File: src/hdl/arith_slice_pkg.sv
// Shared constants, types and helpers of the cascadable arithmetic slice
package arith_slice_pkg;

  // ---------------------------------------------------------------------
  // Positions, sequence counters and step counts
  // ---------------------------------------------------------------------
  localparam logic [1:0] POS_MS     = 2'h3; // Most significant slice code
  localparam logic [1:0] SEQ_RESET  = 2'h3; // Counters restart at MS slice
  localparam logic [5:0] STEP_FIRST = 6'h00;
  localparam logic [5:0] STEP_ONE   = 6'h01;

  // ---------------------------------------------------------------------
  // Operation modes held in control bits 1:0
  // ---------------------------------------------------------------------
  localparam logic [1:0] MODE_NONE = 2'h0;
  localparam logic [1:0] MODE_MUL  = 2'h1;
  localparam logic [1:0] MODE_DIV  = 2'h2;

  // Register selection by select bits 1:0
  typedef enum logic [1:0] {
    SEL_OPERAND = 2'b00,
    SEL_ACC_LO  = 2'b01,
    SEL_ACC_HI  = 2'b10,
    SEL_CTRL    = 2'b11
  } reg_sel_t;

  // Run phase of a slice
  typedef enum logic [0:0] {
    PH_IDLE = 1'b0,
    PH_RUN  = 1'b1
  } phase_t;

  // Control word, bit 7 down to bit 0
  typedef struct packed {
    logic       prescale;  // Bit 7: shift clock prescaler
    logic       seq_clear; // Bit 6: restart sequence counters
    logic [1:0] units;     // Bits 5:4: slice count, 0 means four
    logic       clr_hi;    // Bit 3: zero upper accumulator
    logic       clr_lo;    // Bit 2: zero lower accumulator
    logic [1:0] mode;      // Bits 1:0: operation
  } ctrl_word_t;

  localparam ctrl_word_t CTRL_RESET = 8'h00;

  // Host access group
  typedef struct packed {
    logic unit_enable;
    logic read_enable;       // High reads, low writes
    logic access_strobe;
    logic register_select_2;
    logic register_select_1;
    logic register_select_0;
  } access_t;

  // Shift chain pins, one bit per pin
  typedef struct packed {
    logic y_left;
    logic y_right;
    logic z_left;
    logic z_right;
  } chain_pins_t;

  // Whole state of one slice
  typedef struct packed {
    phase_t          phase;
    ctrl_word_t      ctrl;
    logic [7:0]      operand;
    logic [7:0]      acc_lo;
    logic [7:0]      acc_hi;
    logic [3:0][1:0] seq;
    logic [5:0]      step;
    logic            ovf;
    logic            strobe_d;
    logic [7:0]      bus_out;
    logic            bus_oe;
  } slice_state_t;

  localparam slice_state_t STATE_RESET = '{
    phase: PH_IDLE, ctrl: CTRL_RESET, operand: 8'h00, acc_lo: 8'h00,
    acc_hi: 8'h00, seq: {4{SEQ_RESET}}, step: STEP_FIRST, ovf: 1'b0,
    strobe_d: 1'b0, bus_out: 8'h00, bus_oe: 1'b0};

  // State of the shift pulse generator
  typedef struct packed {
    logic [2:0] count;
  } gen_state_t;

  localparam gen_state_t GEN_RESET = '{count: 3'h0};

  // ---------------------------------------------------------------------
  // Helpers
  // ---------------------------------------------------------------------
  // Number of cascaded slices from the unit-count field
  function automatic logic [2:0] unit_count(input logic [1:0] units);
    return (units == 2'h0) ? 3'h4 : {1'b0, units};
  endfunction

  // Prescaler ratio: 2, 4 or 8 clocks per shift pulse
  function automatic logic [3:0] prescale_ratio(input logic [1:0] units);
    logic [2:0] n;
    n = unit_count(units);
    return (n == 3'h1) ? 4'h2 : ((n == 3'h2) ? 4'h4 : 4'h8);
  endfunction

  // Index of the final step: 8N, so an operation takes 8N+1 pulses
  function automatic logic [5:0] last_step(input logic [1:0] units);
    return {unit_count(units), 3'h0};
  endfunction

endpackage

File: src/hdl/shift_pulse_gen.sv
// Shift pulse generator with optional clock prescaler
`timescale 1ns/10ps
`default_nettype none

module shift_pulse_gen (
  // Clock and resets
  input  wire logic       clock,
  input  wire logic       resetn,
  input  wire logic       clear_n,
  // Control
  input  wire logic       run,
  input  wire logic       prescale,
  input  wire logic [1:0] units,
  // Shift pulse out
  output logic            pulse
);

  arith_slice_pkg::gen_state_t g_r;
  arith_slice_pkg::gen_state_t g_nxt;
  logic [3:0]                  ratio;
  logic [2:0]                  top;

  // Prescaler terminal count from the slice count
  assign ratio = arith_slice_pkg::prescale_ratio(units);
  assign top   = 3'(ratio - 4'h1);

  // One pulse per clock, or one per ratio clocks when prescaled
  assign pulse = run & clear_n & (~prescale | (g_r.count == top));

  // Divider count restarts with every pulse and while stopped
  always_comb begin
    g_nxt = g_r;
    if (!run || !clear_n || pulse) begin
      g_nxt.count = 3'h0;
    end else begin
      g_nxt.count = g_r.count + 3'h1;
    end
  end

  // State register
  always_ff @(posedge clock or negedge resetn) begin
    if (!resetn) begin
      g_r <= arith_slice_pkg::GEN_RESET;
    end else begin
      g_r <= g_nxt;
    end
  end
endmodule

`default_nettype wire

File: src/hdl/arithmetic_slice.sv
// One cascadable 8-bit unsigned multiply/divide arithmetic slice
// Summary of operation
// - Cascade divides 16N by 8N bits, multiplies 8N by 8N to 16N.
// - One to four slices; each operation takes exactly 8N+1 shift pulses.
// - Per-register sequence counter steps per strobe; slice answers on match.
// - Clear input or control bit 6 restarts counters at the top slice.
// - Control bit 7 clear gives one shift pulse per input clock.
// - Prescaler divides clock by 2, 4 or 8 from the unit count.
// - Clear low resets counters, pulse generator and control bits 0 and 1.
// - Repeated accesses to one register walk from top slice downward.
// - Four slices wrap to the top; fewer need a counter reset.
// - Control write starts operation, sets mode, count, clears, prescale.
// - After divide operand unchanged, lower holds quotient, upper remainder.
// - Overflow set when divisor not above the dividend's upper half.
// - Overflow latched per control write; top slice drives it low.
// - Control bit 2 zeroes the lower accumulator.
// - Multiply leaves product high in upper, low in lower accumulator.
// - Multiply adds prior upper accumulator; control bit 3 zeroes it.
// - Unit enable gates selection and the top slice's overflow pin.
// - Lower slices drive their carry out to the next slice.
// - Shared operate-or-shift input says operate or only shift.
// - Select bit 2 and bits 1:0 choose operand, accumulators, status.
// - Writes take bus data at the strobe's falling edge.
// - Status byte holds overflow in bit 0, zeros above.
`timescale 1ns/10ps
`default_nettype none

module arithmetic_slice (
  // Clock and resets
  input  wire logic                          clock,
  input  wire logic                          resetn,
  input  wire logic                          clear_n,
  // Wired position in the cascade
  input  wire logic                          position_code_hi,
  input  wire logic                          position_code_lo,
  // Host access and data bus
  input  wire arith_slice_pkg::access_t      access,
  input  wire logic [7:0]                    bus_i,
  output logic [7:0]                         bus_o,
  output logic                               bus_oe,
  // Cascade carry and control
  input  wire logic                          operate_or_shift_select,
  input  wire logic                          carry_input,
  output logic                               carry_overflow_o,
  output logic                               carry_overflow_oe,
  // Shift chain pins
  input  wire arith_slice_pkg::chain_pins_t  chain_i,
  output var  arith_slice_pkg::chain_pins_t  chain_o,
  output var  arith_slice_pkg::chain_pins_t  chain_oe,
  // Shared shift pulse pin
  input  wire logic                          shift_pulse_i,
  output logic                               shift_pulse_o,
  output logic                               shift_pulse_oe
);

  // -----------------------------------------------------------------------
  // Declarations
  // -----------------------------------------------------------------------
  arith_slice_pkg::slice_state_t s_r;
  arith_slice_pkg::slice_state_t s_nxt;
  arith_slice_pkg::reg_sel_t     reg_index;
  logic [1:0]                    position;
  logic [1:0]                    ls_position;
  logic                          is_ms;
  logic                          is_ls;
  logic [5:0]                    last_step;
  logic                          selected;
  logic                          strobe_fall;
  logic                          ctrl_write;
  logic [1:0]                    seq_sel;
  logic                          seq_match;
  logic                          mul_mode;
  logic                          div_mode;
  logic                          stepping;
  logic                          cin;
  logic [8:0]                    mul_sum;
  logic [7:0]                    y_shift;
  logic [8:0]                    div_sub;
  logic                          quot_bit;
  logic                          gen_pulse;

  // -----------------------------------------------------------------------
  // Decode of position, selection and mode
  // -----------------------------------------------------------------------
  assign position    = {position_code_hi, position_code_lo};
  assign is_ms       = position == arith_slice_pkg::POS_MS;
  assign ls_position = 2'(3'h4 - arith_slice_pkg::unit_count(s_r.ctrl.units));
  assign is_ls       = position == ls_position;
  assign last_step   = arith_slice_pkg::last_step(s_r.ctrl.units);
  assign selected    = access.unit_enable & access.register_select_2;
  assign strobe_fall = s_r.strobe_d & ~access.access_strobe;
  assign reg_index   = arith_slice_pkg::reg_sel_t'({access.register_select_1,
                                                   access.register_select_0});
  assign seq_sel     = s_r.seq[reg_index];
  assign seq_match   = seq_sel == position;
  assign ctrl_write  = selected & strobe_fall & ~access.read_enable &
                       (reg_index == arith_slice_pkg::SEL_CTRL);
  assign mul_mode    = s_r.ctrl.mode == arith_slice_pkg::MODE_MUL;
  assign div_mode    = s_r.ctrl.mode == arith_slice_pkg::MODE_DIV;
  assign stepping    = (s_r.phase == arith_slice_pkg::PH_RUN) & shift_pulse_i;

  // -----------------------------------------------------------------------
  // Datapath: adder for multiply, subtractor for divide
  // -----------------------------------------------------------------------
  // Bottom slice injects 0 for add, 1 for subtract; others chain the carry
  assign cin      = is_ls ? div_mode : carry_input;
  assign mul_sum  = {1'b0, s_r.acc_hi} + {8'h00, cin} +
                    (operate_or_shift_select ? {1'b0, s_r.operand}
                                             : 9'h000);
  // First divide pulse compares unshifted, later pulses shift left first
  assign y_shift  = (s_r.step == arith_slice_pkg::STEP_FIRST) ? s_r.acc_hi
                  : {s_r.acc_hi[6:0], chain_i.y_right};
  assign div_sub  = {1'b0, y_shift} + {1'b0, ~s_r.operand} + {8'h00, cin};
  // Quotient bit: bit shifted out of the top or no borrow
  assign quot_bit = s_r.acc_hi[7] | div_sub[8];

  // Chain pins point right in multiply, left in divide, idle otherwise
  always_comb begin
    chain_o  = '0;
    chain_oe = '0;
    if (mul_mode) begin
      chain_o.y_right  = mul_sum[0];
      chain_o.z_right  = s_r.acc_lo[0];
      chain_oe.y_right = 1'b1;
      chain_oe.z_right = 1'b1;
    end else if (div_mode) begin
      chain_o.y_left  = is_ms ? quot_bit : s_r.acc_hi[7];
      chain_o.z_left  = s_r.acc_lo[7];
      chain_oe.y_left = 1'b1;
      chain_oe.z_left = 1'b1;
    end
  end

  // Top slice shows overflow low when enabled; others pass their carry
  assign carry_overflow_o  = is_ms ? ~s_r.ovf
                           : (mul_mode ? mul_sum[8] : div_sub[8]);
  assign carry_overflow_oe = is_ms ? access.unit_enable : 1'b1;

  // Bus and shift pulse pins
  assign bus_o          = s_r.bus_out;
  assign bus_oe         = s_r.bus_oe;
  assign shift_pulse_o  = gen_pulse;
  assign shift_pulse_oe = is_ms;

  // -----------------------------------------------------------------------
  // Shift pulse generator, active on the top slice only
  // -----------------------------------------------------------------------
  shift_pulse_gen u_gen (
    .clock    (clock),
    .resetn   (resetn),
    .clear_n  (clear_n),
    .run      (is_ms & (s_r.phase == arith_slice_pkg::PH_RUN)),
    .prescale (s_r.ctrl.prescale),
    .units    (s_r.ctrl.units),
    .pulse    (gen_pulse)
  );

  // -----------------------------------------------------------------------
  // Next state
  // -----------------------------------------------------------------------
  always_comb begin
    s_nxt          = s_r;
    s_nxt.strobe_d = access.access_strobe;
    // One arithmetic step per shift pulse, 8N+1 pulses in all
    if (stepping) begin
      s_nxt.step = s_r.step + arith_slice_pkg::STEP_ONE;
      if (s_r.step == last_step) begin
        s_nxt.phase = arith_slice_pkg::PH_IDLE;
      end
      if (div_mode) begin
        if (s_r.step == arith_slice_pkg::STEP_FIRST) begin
          if (is_ms) begin
            s_nxt.ovf = div_sub[8];
          end
        end else begin
          s_nxt.acc_hi = operate_or_shift_select ? div_sub[7:0]
                                                 : y_shift;
          s_nxt.acc_lo = {s_r.acc_lo[6:0], chain_i.z_right};
        end
      end else if (mul_mode && s_r.step != arith_slice_pkg::STEP_FIRST) begin
        s_nxt.acc_hi = {is_ms ? mul_sum[8] : chain_i.y_left,
                        mul_sum[7:1]};
        s_nxt.acc_lo = {chain_i.z_left, s_r.acc_lo[7:1]};
      end
    end
    // Host access at the strobe's falling edge
    if (selected && strobe_fall) begin
      // Counter walks down from the top slice and wraps after four
      s_nxt.seq[reg_index] = seq_sel - 2'h1;
      if (ctrl_write) begin
        // Every slice takes the control word and starts together
        s_nxt.ctrl  = arith_slice_pkg::ctrl_word_t'(bus_i);
        s_nxt.ovf   = 1'b0;
        s_nxt.step  = arith_slice_pkg::STEP_FIRST;
        s_nxt.phase = (bus_i[1:0] == arith_slice_pkg::MODE_MUL ||
                       bus_i[1:0] == arith_slice_pkg::MODE_DIV)
                    ? arith_slice_pkg::PH_RUN : arith_slice_pkg::PH_IDLE;
        if (s_nxt.ctrl.clr_lo) begin
          s_nxt.acc_lo = 8'h00;
        end
        if (s_nxt.ctrl.clr_hi) begin
          s_nxt.acc_hi = 8'h00;
        end
        if (s_nxt.ctrl.seq_clear) begin
          s_nxt.seq = {4{arith_slice_pkg::SEQ_RESET}};
        end
      end else if (!access.read_enable && seq_match &&
                   s_r.phase == arith_slice_pkg::PH_IDLE) begin
        unique case (reg_index)
          arith_slice_pkg::SEL_OPERAND: s_nxt.operand = bus_i;
          arith_slice_pkg::SEL_ACC_LO:  s_nxt.acc_lo  = bus_i;
          arith_slice_pkg::SEL_ACC_HI:  s_nxt.acc_hi  = bus_i;
          arith_slice_pkg::SEL_CTRL:    s_nxt.acc_hi  = s_r.acc_hi;
        endcase
      end
    end
    // Read data for the selected register
    unique case (reg_index)
      arith_slice_pkg::SEL_OPERAND: s_nxt.bus_out = s_r.operand;
      arith_slice_pkg::SEL_ACC_LO:  s_nxt.bus_out = s_r.acc_lo;
      arith_slice_pkg::SEL_ACC_HI:  s_nxt.bus_out = s_r.acc_hi;
      arith_slice_pkg::SEL_CTRL:    s_nxt.bus_out = {7'h00, s_r.ovf};
    endcase
    s_nxt.bus_oe = selected & access.read_enable & seq_match;
    // Clear input restarts counters, stops the generator, drops the mode
    if (!clear_n) begin
      s_nxt.seq       = {4{arith_slice_pkg::SEQ_RESET}};
      s_nxt.phase     = arith_slice_pkg::PH_IDLE;
      s_nxt.step      = arith_slice_pkg::STEP_FIRST;
      s_nxt.ctrl.mode = arith_slice_pkg::MODE_NONE;
    end
  end

  // State register
  always_ff @(posedge clock or negedge resetn) begin
    if (!resetn) begin
      s_r <= arith_slice_pkg::STATE_RESET;
    end else begin
      s_r <= s_nxt;
    end
  end
endmodule

`default_nettype wire

File: config.mk
export PLATFORM = sky130hd
export DESIGN_NAME = arithmetic_slice
export DESIGN_NICKNAME = d
export VERILOG_FILES = /design/src/hdl/arith_slice_pkg.sv /design/src/hdl/shift_pulse_gen.sv /design/src/hdl/arithmetic_slice.sv
export SDC_FILE = /design/constraint.sdc
export NUM_CORES = 1
export LEC_CHECK = 0
export ABC_CLOCK_PERIOD_IN_PS = 4300
export BUFFER_PORTS_ARGS = -buffer_cell sky130_fd_sc_hd__buf_2
export CAP_MARGIN = 30
export CELL_PAD_IN_SITES_DETAIL_PLACEMENT = 1
export CELL_PAD_IN_SITES_GLOBAL_PLACEMENT = 2
export CORE_MARGIN = 3
export CORE_UTILIZATION = 25
export CTS_BUF_LIST = sky130_fd_sc_hd__clkbuf_4 sky130_fd_sc_hd__clkbuf_8
export DETAILED_ROUTE_END_ITERATION = 6
export GPL_ROUTABILITY_DRIVEN = 0
export PLACE_DENSITY_LB_ADDON = 0.1
export SETUP_SLACK_MARGIN = 0.4
export SYNTH_ARGS = -nofsm -noshare
export SYNTH_HDL_FRONTEND = slang
export SYNTH_SLANG_ARGS = --single-unit
File: constraint.sdc
create_clock -name clock -period 4.3 [get_ports clock]
set_input_delay 0.43 -clock clock [delete_from_list [all_inputs] [get_ports clock]]
set_output_delay 0.43 -clock clock [all_outputs]
set_load 0.02 [all_outputs]
* Yosys cells after proc, flatten, opt, wreduce, memory -nomap -nowiden
Cells that the tools add are included.
** Storage, ports and cells
- Register bits :: 61
- Logic and storage cells :: 140
** Operators by class
- Mux-type cells :: 54
- Eq/ne operators :: 17
- Bitwise logic cells :: 20
- Add/subtract/negate cells :: 9
- Order comparisons :: 2
- Reductions and logical operators :: 18
** Operators with widths (count)
- $mux 16 :: 5
- $mux 8 :: 9
- $mux 48 :: 1
- $pmux 8 s4 :: 1
- $mux 24 :: 1
- $mux 1 :: 22
- $pmux 8 s2 :: 1
- $mux 15 :: 1
- $mux 14 :: 1
- $mux 3 :: 4
- $and 1x1->1 :: 11
- $eq 2x2->1 const B :: 5
- $add 8x1->9 :: 1
- $add 8x8->9 :: 1
- $add 9x1->9 :: 1
- $add 9x8->9 :: 1
- $mux 9 :: 1
- $bwmux 8 :: 1
- $not 8->8 :: 1
- $mux 7 :: 1
- $add 6x1->6 const B :: 1
- $eq 2x1->1 const B :: 3
- $eq 6x6->1 :: 1
- $logic_not 6->1 :: 1
- 24 further kinds :: 44

* Logic depth before layout (Yosys ltp)
Gate-level depths: netlist of run 1.
- Depth in word-level cells :: 16
- Gate-level depth with buffers :: 15

* Hierarchy
Synthesis of run 1 repeated with hierarchy kept, for this count alone.
** Unflattened totals
- Cells, all modules :: 516
- Area, all modules :: 4394.2 um^2
** By module, submodules not included
- arithmetic_slice :: times used 1, cells an instance 499, seq. area each 1386.3 um^2, area each 4207.8 um^2
- shift_pulse_gen :: times used 1, cells an instance 17, seq. area each 75.1 um^2, area each 186.4 um^2

* Worst setup path after synthesis of run 1
OpenSTA, ideal clock, no wires.
- Path type :: register to output
- From :: register s_r[11] (netlist name)
- To :: output port chain_o[3] (netlist name)
- Slack :: 0.496 ns
- Arrival :: 3.374 ns
- Cell stages (with the launch flop) :: 16
- Data required time :: 3.870 ns
- Cell sequence :: dfrtp_1 > inv_1 > ha_1 > nor4b_4 > and2_1 > buf_4 > nand2_1 > a21boi_0 > fa_1 > fa_1 > nor2b_4 > o2111ai_1 > a21boi_0 > o21a_1 > nor2_1 > o31ai_1
** RTL lines
- from (decl) :: line arithmetic_slice.sv:59 : arith_slice_pkg::slice_state_t s_r;
- from (signal assigned) :: line arithmetic_slice.sv:237 : s_r <= arith_slice_pkg::STATE_RESET;
- from (signal assigned) :: line arithmetic_slice.sv:239 : s_r <= s_nxt;
- to (decl) :: line arithmetic_slice.sv:48 : output var arith_slice_pkg::chain_pins_t chain_o,

==> results of run 1 <==
stage by stage:
stage | instance area (sq um) | instances
6_report | 5145 | 788
3_3_place_gp | 4763 | 758
2_1_floorplan | 4397 | 517
4_1_cts | 5075 | 782
3_5_place_dp | 4763 | 758
5_1_grt | 5145 | 788
layer usage:
layer	track usage	part of all wire	up-vias
met1	0.2450	0.48	2051
li1	-	-	1930
met4	0.02935	0.0066	0
met2	0.3076	0.49	63
met5	0	0	-
met3	0.03448	0.029	8
worst paths after layout:
kind                                    from            to  slack, ns  cells past startpoint
worst min register to register  u_gen.g_r[0]  u_gen.g_r[0]       0.48                      1
max in group asynchronous             resetn       s_r[21]       3.29                      2
worst max-delay path                 s_r[12]    chain_o[3]       0.32                     15
worst min-delay path                  resetn       s_r[48]       0.04                      1
min in group clock                 access[3]        s_r[9]       0.19                      1
worst max register to register       s_r[54]       s_r[28]       0.81                     14
power by group through the flow:
stage	Clock, uW	Combinational, uW	Sequential [uW]
2_1_floorplan	0	247	613
3_3_place_gp	0	358	631
3_5_place_dp	0	361	632
4_1_cts	567	377	622
5_1_grt	592	424	626
6_report	542	381	621
worst reg2reg max path: stages, from the launching register on:
cell      delay, ns
dfrtp_1        0.38
inv_1          0.09
ha_1           0.23
nor2b_2        0.17
xor2_1         0.19
nor2_2         0.08
mux2i_1        0.14
fa_2           0.40
fa_1           0.43
nor2b_1        0.16
o21ai_0        0.09
a211oi_1       0.36
o21ai_0        0.14
a221oi_1       0.42
a31o_2         0.16
final cells by class:
cell class / count / area [sq um]
Timing Repair Buffer: 70 / 415.4
Inverter: 29 / 108.9
Fill cell: 2004 / 11730
Clock buffer: 13 / 166.4
Multi-Input combinational cell: 395 / 2678
Tap cell: 220 / 275.3
Clock inverter: 3 / 40.04
Sequential cell: 58 / 1461
cells in the final DEF (no fill, tap or decap), drive strengths merged, types with 6 or more instances in the layout:
cell type	n
o21ai	55
nor3	14
ha	19
xnor2	10
clkbuf	13
xor2	11
nor2b	10
mux2i	20
a211oi	7
and2	9
nand3	6
a21oi	20
inv	29
nand2b	6
nand2	76
nor2	32
o21a	8
buf	70
dfrtp	50
dfstp	8
cell families after synthesis:
kind of cell | Yosys count
simple gates | 184
compound gates | 145
buf+inv | 64
flops | 58
fa+ha+maj | 23
mux | 22
xor+xnor | 21
repair_timing:
action / 4_1_cts / 5_1_grt
setup buffers: 8 / 6
gates resized for setup: 16 / 5
setup endpoints to repair: 2 / 2
pin swaps: 6 / 6
registers in the layout, indices dropped and copies added (netlist names):
signal / cells
s_r: 46
u_gen.g_r: 3
bus_o: 8
bus_oe: 1
==> metrics.cfg, run 1 <==
[logic_synthesis]
synth_warnings=0
synthArstFlopShare=1.000
seq_area_frac_synth=0.3324
synth_common_cells=74 x nand2_1, 52 x o21ai_0, 50 x dfrtp_1
yosys.area.top_type=dfrtp_1
synthAdderAreaFrac=0.07228
synth_top_family_by_area=compound AO/OA/AOI/OAI gates
synth_edf_count=0
synthMuxAreaShare=0.05322
synth_area_leaders=dfrtp_1 28%, nand2_1 6.3%, o21ai_0 5.9%
synth_cell_types=74
ys.flop_type=dfrtp_1
syn_nets=566
yosysMostFrequentCell=nand2_1
synth_compound_area_frac=0.2140
synth-xor-area-share=0.04183
syn_avg_cell_area_sq_um=8.504
synthSimpleGateAreaFrac=0.2129
ys_ff_latch=58
syn_area_sq_um=4397
syn_inst=517
netlist.area_leader.share=0.2846

[timing]
rsz0062_at_grt=true
hold_ws_ns=0.04291
setup_viol=0
fin_setup_tns_ns=0
drv_slew=0
hold_viol=0
max_freq_ghz=0.2510
min_period_over_period=0.9266
fin_crit_ns=3.984
slew_headroom=0.4533
worst_pin_slew_ns=0.8183
final.setup.worst_slack_ns=0.3157
skew_ns=0.01439

[setup_path]
max_stage_delay_ns=0.39
critPathBufInv=2
cp_common_cell=fa_2
crit_chain=inv_1 > ha_2 > nor4b_4 > and2_4 > nand2_2 > a21boi_4 > fa_2 > fa_2 > nor2b_4 > o2111ai_4 > a21boi_2 > o21a_1 > nor2_2 > o31ai_2 > buf_4
critical_path_required_ns=3.87
crit_family=adder cells
crit_fanout=2
critical_path.startpoint_type=register
cp-end-kind=output port
cp_slowest_cell=dfrtp_1
arrival_ns=3.55
worstSetupPathType=reg -> out

[grt]
track_usage=0.1810
grt_overflow=0
grt_pass1_vias=4290
grt_pass1_wl_microns=26800
grt_max_degree=38
antenna_found_initial=0

[cells_and_area]
nets=612
utilization=0.3048
syn_to_final_growth_pct=17.02
drive_above_1_share=0.2201
diodes=0

[clock_tree]
cts_max_path_buffers=2
numCtsBuffers=9
htreeDepth=3
cts.sinks=58
cts_tree=built
clkTransAtPathRegs_ns=0.08
clock_latency_ns=0.36
postCtsHoldBufs=0
cts-root-buf=clkbuf_8

[pwr]
seq_power_share=0.402
internal-power_uw=1046
p_total_uw=1544
power_frac_comb=0.247
switching_power_uw=498.1
power.density_nw_per_um2=300.1
ir_drop_v=0.0001479
power.leakage_uw=0.002243
p_clk_frac=0.351
p_sw_frac=0.3226

[die]
fp.dieW_microns=138.6
dieArea_sq_um=19210
rows=47
core_area_sq_um=16880
ios=47
start_util=0.2605
die_height_microns=138.6

[place]
dp_slack_ns=0.2534
hpwl_microns=13050
io_buffers=46

[drt]
vias_per_cell=5.142
dr.pass1.iters=4
routed_wl_microns=17220
num_vias=4052
drcViolationCount=0
drtAntennaViolNets=0
first_iter_violations=185
wl_per_cell_microns=21.85

[worst_hold_path]
hp-class=in -> async

[outcome]
status=finished, final reports clean

[run]
drv_cap=0

No activity file was read; power rests on OpenSTA's default activity.
==> inputs of run 2 (changes only) <==
--- a/config.mk
+++ b/config.mk
@@ -10,8 +10,9 @@
 export CAP_MARGIN = 30
 export CELL_PAD_IN_SITES_DETAIL_PLACEMENT = 1
 export CELL_PAD_IN_SITES_GLOBAL_PLACEMENT = 2
-export CORE_MARGIN = 3
-export CORE_UTILIZATION = 25
+export CORE_ASPECT_RATIO = 0.6
+export CORE_MARGIN = 10
+export CORE_UTILIZATION = 37
 export CTS_BUF_LIST = sky130_fd_sc_hd__clkbuf_4 sky130_fd_sc_hd__clkbuf_8
 export DETAILED_ROUTE_END_ITERATION = 6
 export GPL_ROUTABILITY_DRIVEN = 0
==> run 2 against run 1 <==
  * Highest routed layer unchanged
  * Largest power group unchanged
  * Via count is 2.3% higher
  * Largest cell class unchanged
  * Non-clock buffer count is 1 higher
  * Clock power is 4% lower
  * Global-route usage is 1.3 points higher
  * Worst hold slack better by 0.0059 ns
  * Sequential power is 0.8% lower
  * Final area is 1.2% lower
  * Critical endpoint unchanged
==> metrics.cfg, run 2 (synthesis gave the netlist of run 1 again) <==
[outcome]
status=finished, final reports clean

[place]
hpwl_microns=12380  ; -5.1%
dpl_cell_area_sq_um=4688  ; -1.6%
io_buffers=46  ; unchanged
dp_slack_ns=0.2099  ; -0.04348 ns

[drt]
met1Wirelength_microns=8333  ; +1.6%
dr_wl_met3_microns=1198  ; +140%
wl_per_cell_microns=22.49  ; +2.9%
drcViolationCount=0  ; unchanged
highest_layer=met4
first_iter_violations=317  ; +71%
vias_per_cell=5.689  ; +11%
drtAntennaViolNets=0  ; unchanged
num_vias=4147  ; +2.3%
wl_met2_microns=6723  ; -20%
dr.pass1.iters=4  ; unchanged
routed_wl_microns=16390  ; -4.8%

[setup_path]
reg2reg_slack_ns=0.69  ; -0.12 ns
rr_endpoint=s_r[28]
critPathBufInv=2  ; unchanged
max_stage_delay_ns=0.39  ; about the same
crit_family=compound AO/OA/AOI/OAI gates
arrival_ns=3.54  ; about the same
critical_path_required_ns=3.87  ; about the same
reg2regPathDepth=15  ; +1
cp-end-kind=output port
critical_path.startpoint_type=register
cp_common_cell=fa_2
cp_slowest_cell=dfrtp_1
worstSetupPathType=reg -> out
r2r-start=s_r[53]
startpoint=s_r[12]
crit_fanout=2  ; unchanged
crit_chain=inv_2 > ha_4 > nor4b_4 > and2_4 > nand2_2 > a21boi_4 > fa_2 > fa_2 > nor2b_4 > o2111ai_2 > a21boi_2 > o21a_1 > nor2_2 > o31ai_2 > buf_4

[timing]
final.setup.worst_slack_ns=0.3270  ; +0.01137 ns
hold_ws_ns=0.04882  ; +0.005908 ns
fin_setup_tns_ns=0  ; unchanged
worst_pin_slew_ns=0.7673  ; -0.05110 ns
setup_viol=0  ; unchanged
min_period_over_period=0.9239  ; -0.002643
max_freq_ghz=0.2517  ; +0.29%
rsz0062_at_grt=true
fin_crit_ns=3.973  ; -0.01137 ns
skew_ns=0.01415  ; -0.0002416 ns
hold_viol=0  ; unchanged
slew_headroom=0.4818  ; +0.02853
drv_slew=0  ; unchanged

[grt]
grt_pass1_wl_microns=25780  ; -3.8%
grt_max_degree=37  ; -2.6%
grt_pass1_vias=4252  ; -0.89%
track_usage=0.1944  ; +0.01339
grt_overflow=0  ; unchanged
antenna_found_initial=0  ; unchanged

[cells_and_area]
diodes=0  ; unchanged
layout.cells.most_common_list=73 x nand2_1, 52 x o21ai_0, 50 x dfrtp_1
largest_reg_flops=46  ; unchanged
final_common_cell=nand2_1
nets=613  ; +0.16%
syn_to_final_growth_pct=15.57
final_area_sq_um=5081  ; -1.2%
drive_above_1_share=0.2302  ; +0.01016
regMostFlops=s_r

[clock_tree]
clkTransAtPathRegs_ns=0.08  ; about the same
postCtsHoldBufs=0  ; unchanged
cts_max_path_buffers=2  ; unchanged
htreeDepth=3  ; unchanged
cts.sinks=58  ; unchanged
cts_tree=built
clock_latency_ns=0.35  ; about the same
numCtsBuffers=9  ; unchanged
cts-root-buf=clkbuf_8

[die]
ios=47  ; unchanged
start_util=0.3840  ; +0.1235
dieArea_sq_um=16790  ; -13%
rows=30  ; -36%
fp.dieW_microns=160.7  ; +16%
core_area_sq_um=11450  ; -32%
die_height_microns=104.4  ; -25%

[worst_hold_path]
hp-class=in -> async

[pwr]
power.leakage_uw=0.002237  ; -0.30%
power.density_nw_per_um2=302.5  ; +0.81%
ir_drop_v=0.0001339  ; -9.5%

[run]
drv_cap=0  ; unchanged

==> run 2: cell type report <==
type                            instances  area (sq um)
Tap cell                              160         200.2
Clock inverter                          5         55.05
Multi-Input combinational cell        395          2688
Clock buffer                           11         145.1
Inverter                               29         108.9
Timing Repair Buffer                   71         422.9
Fill cell                            1402          6367
Sequential cell                        58          1461
==> run 2: repair_timing <==
action	CTS	global route
pin swaps	8	10
gates resized for setup	15	11
setup endpoints to repair	2	2
gates cloned	0	0
setup buffers	12	3
==> run 2: how the worst max path moves through the flow <==
stage               slack [ns]          endpoint  depth (start not counted)
finish                    0.33        chain_o[3]                         15
global placement          0.30  carry_overflow_o                         15
floorplan                 0.50        chain_o[3]                         15
detailed placement        0.21        chain_o[3]                         15
global route              0.12        chain_o[3]                         15
CTS                       0.35        chain_o[3]                         15
==> run 2: report_power, final <==
group / switching, uW / internal [uW]
Sequential: 34.0 / 582
Combinational: 232 / 166
Clock: 235 / 288
Total: 501 / 1040
==> run 2: metal layers <==
| layer | GRT usage | up-vias |
|---|---|---|
| met3 | 0.06008 | 14 |
| li1 | - | 1934 |
| met2 | 0.2675 | 138 |
| met1 | 0.2878 | 2061 |
| met4 | 0.03687 | 0 |
| met5 | 0 | - |
==> run 2: per-stage QoR <==
stage               utilization  instances  power (uW)
floorplan                     -        517       859.8
finish                   0.4438        729        1537
global route             0.4438        729        1628
detailed placement       0.4095        698       977.9
global placement         0.4095        698       967.9
CTS                      0.4380        726        1540
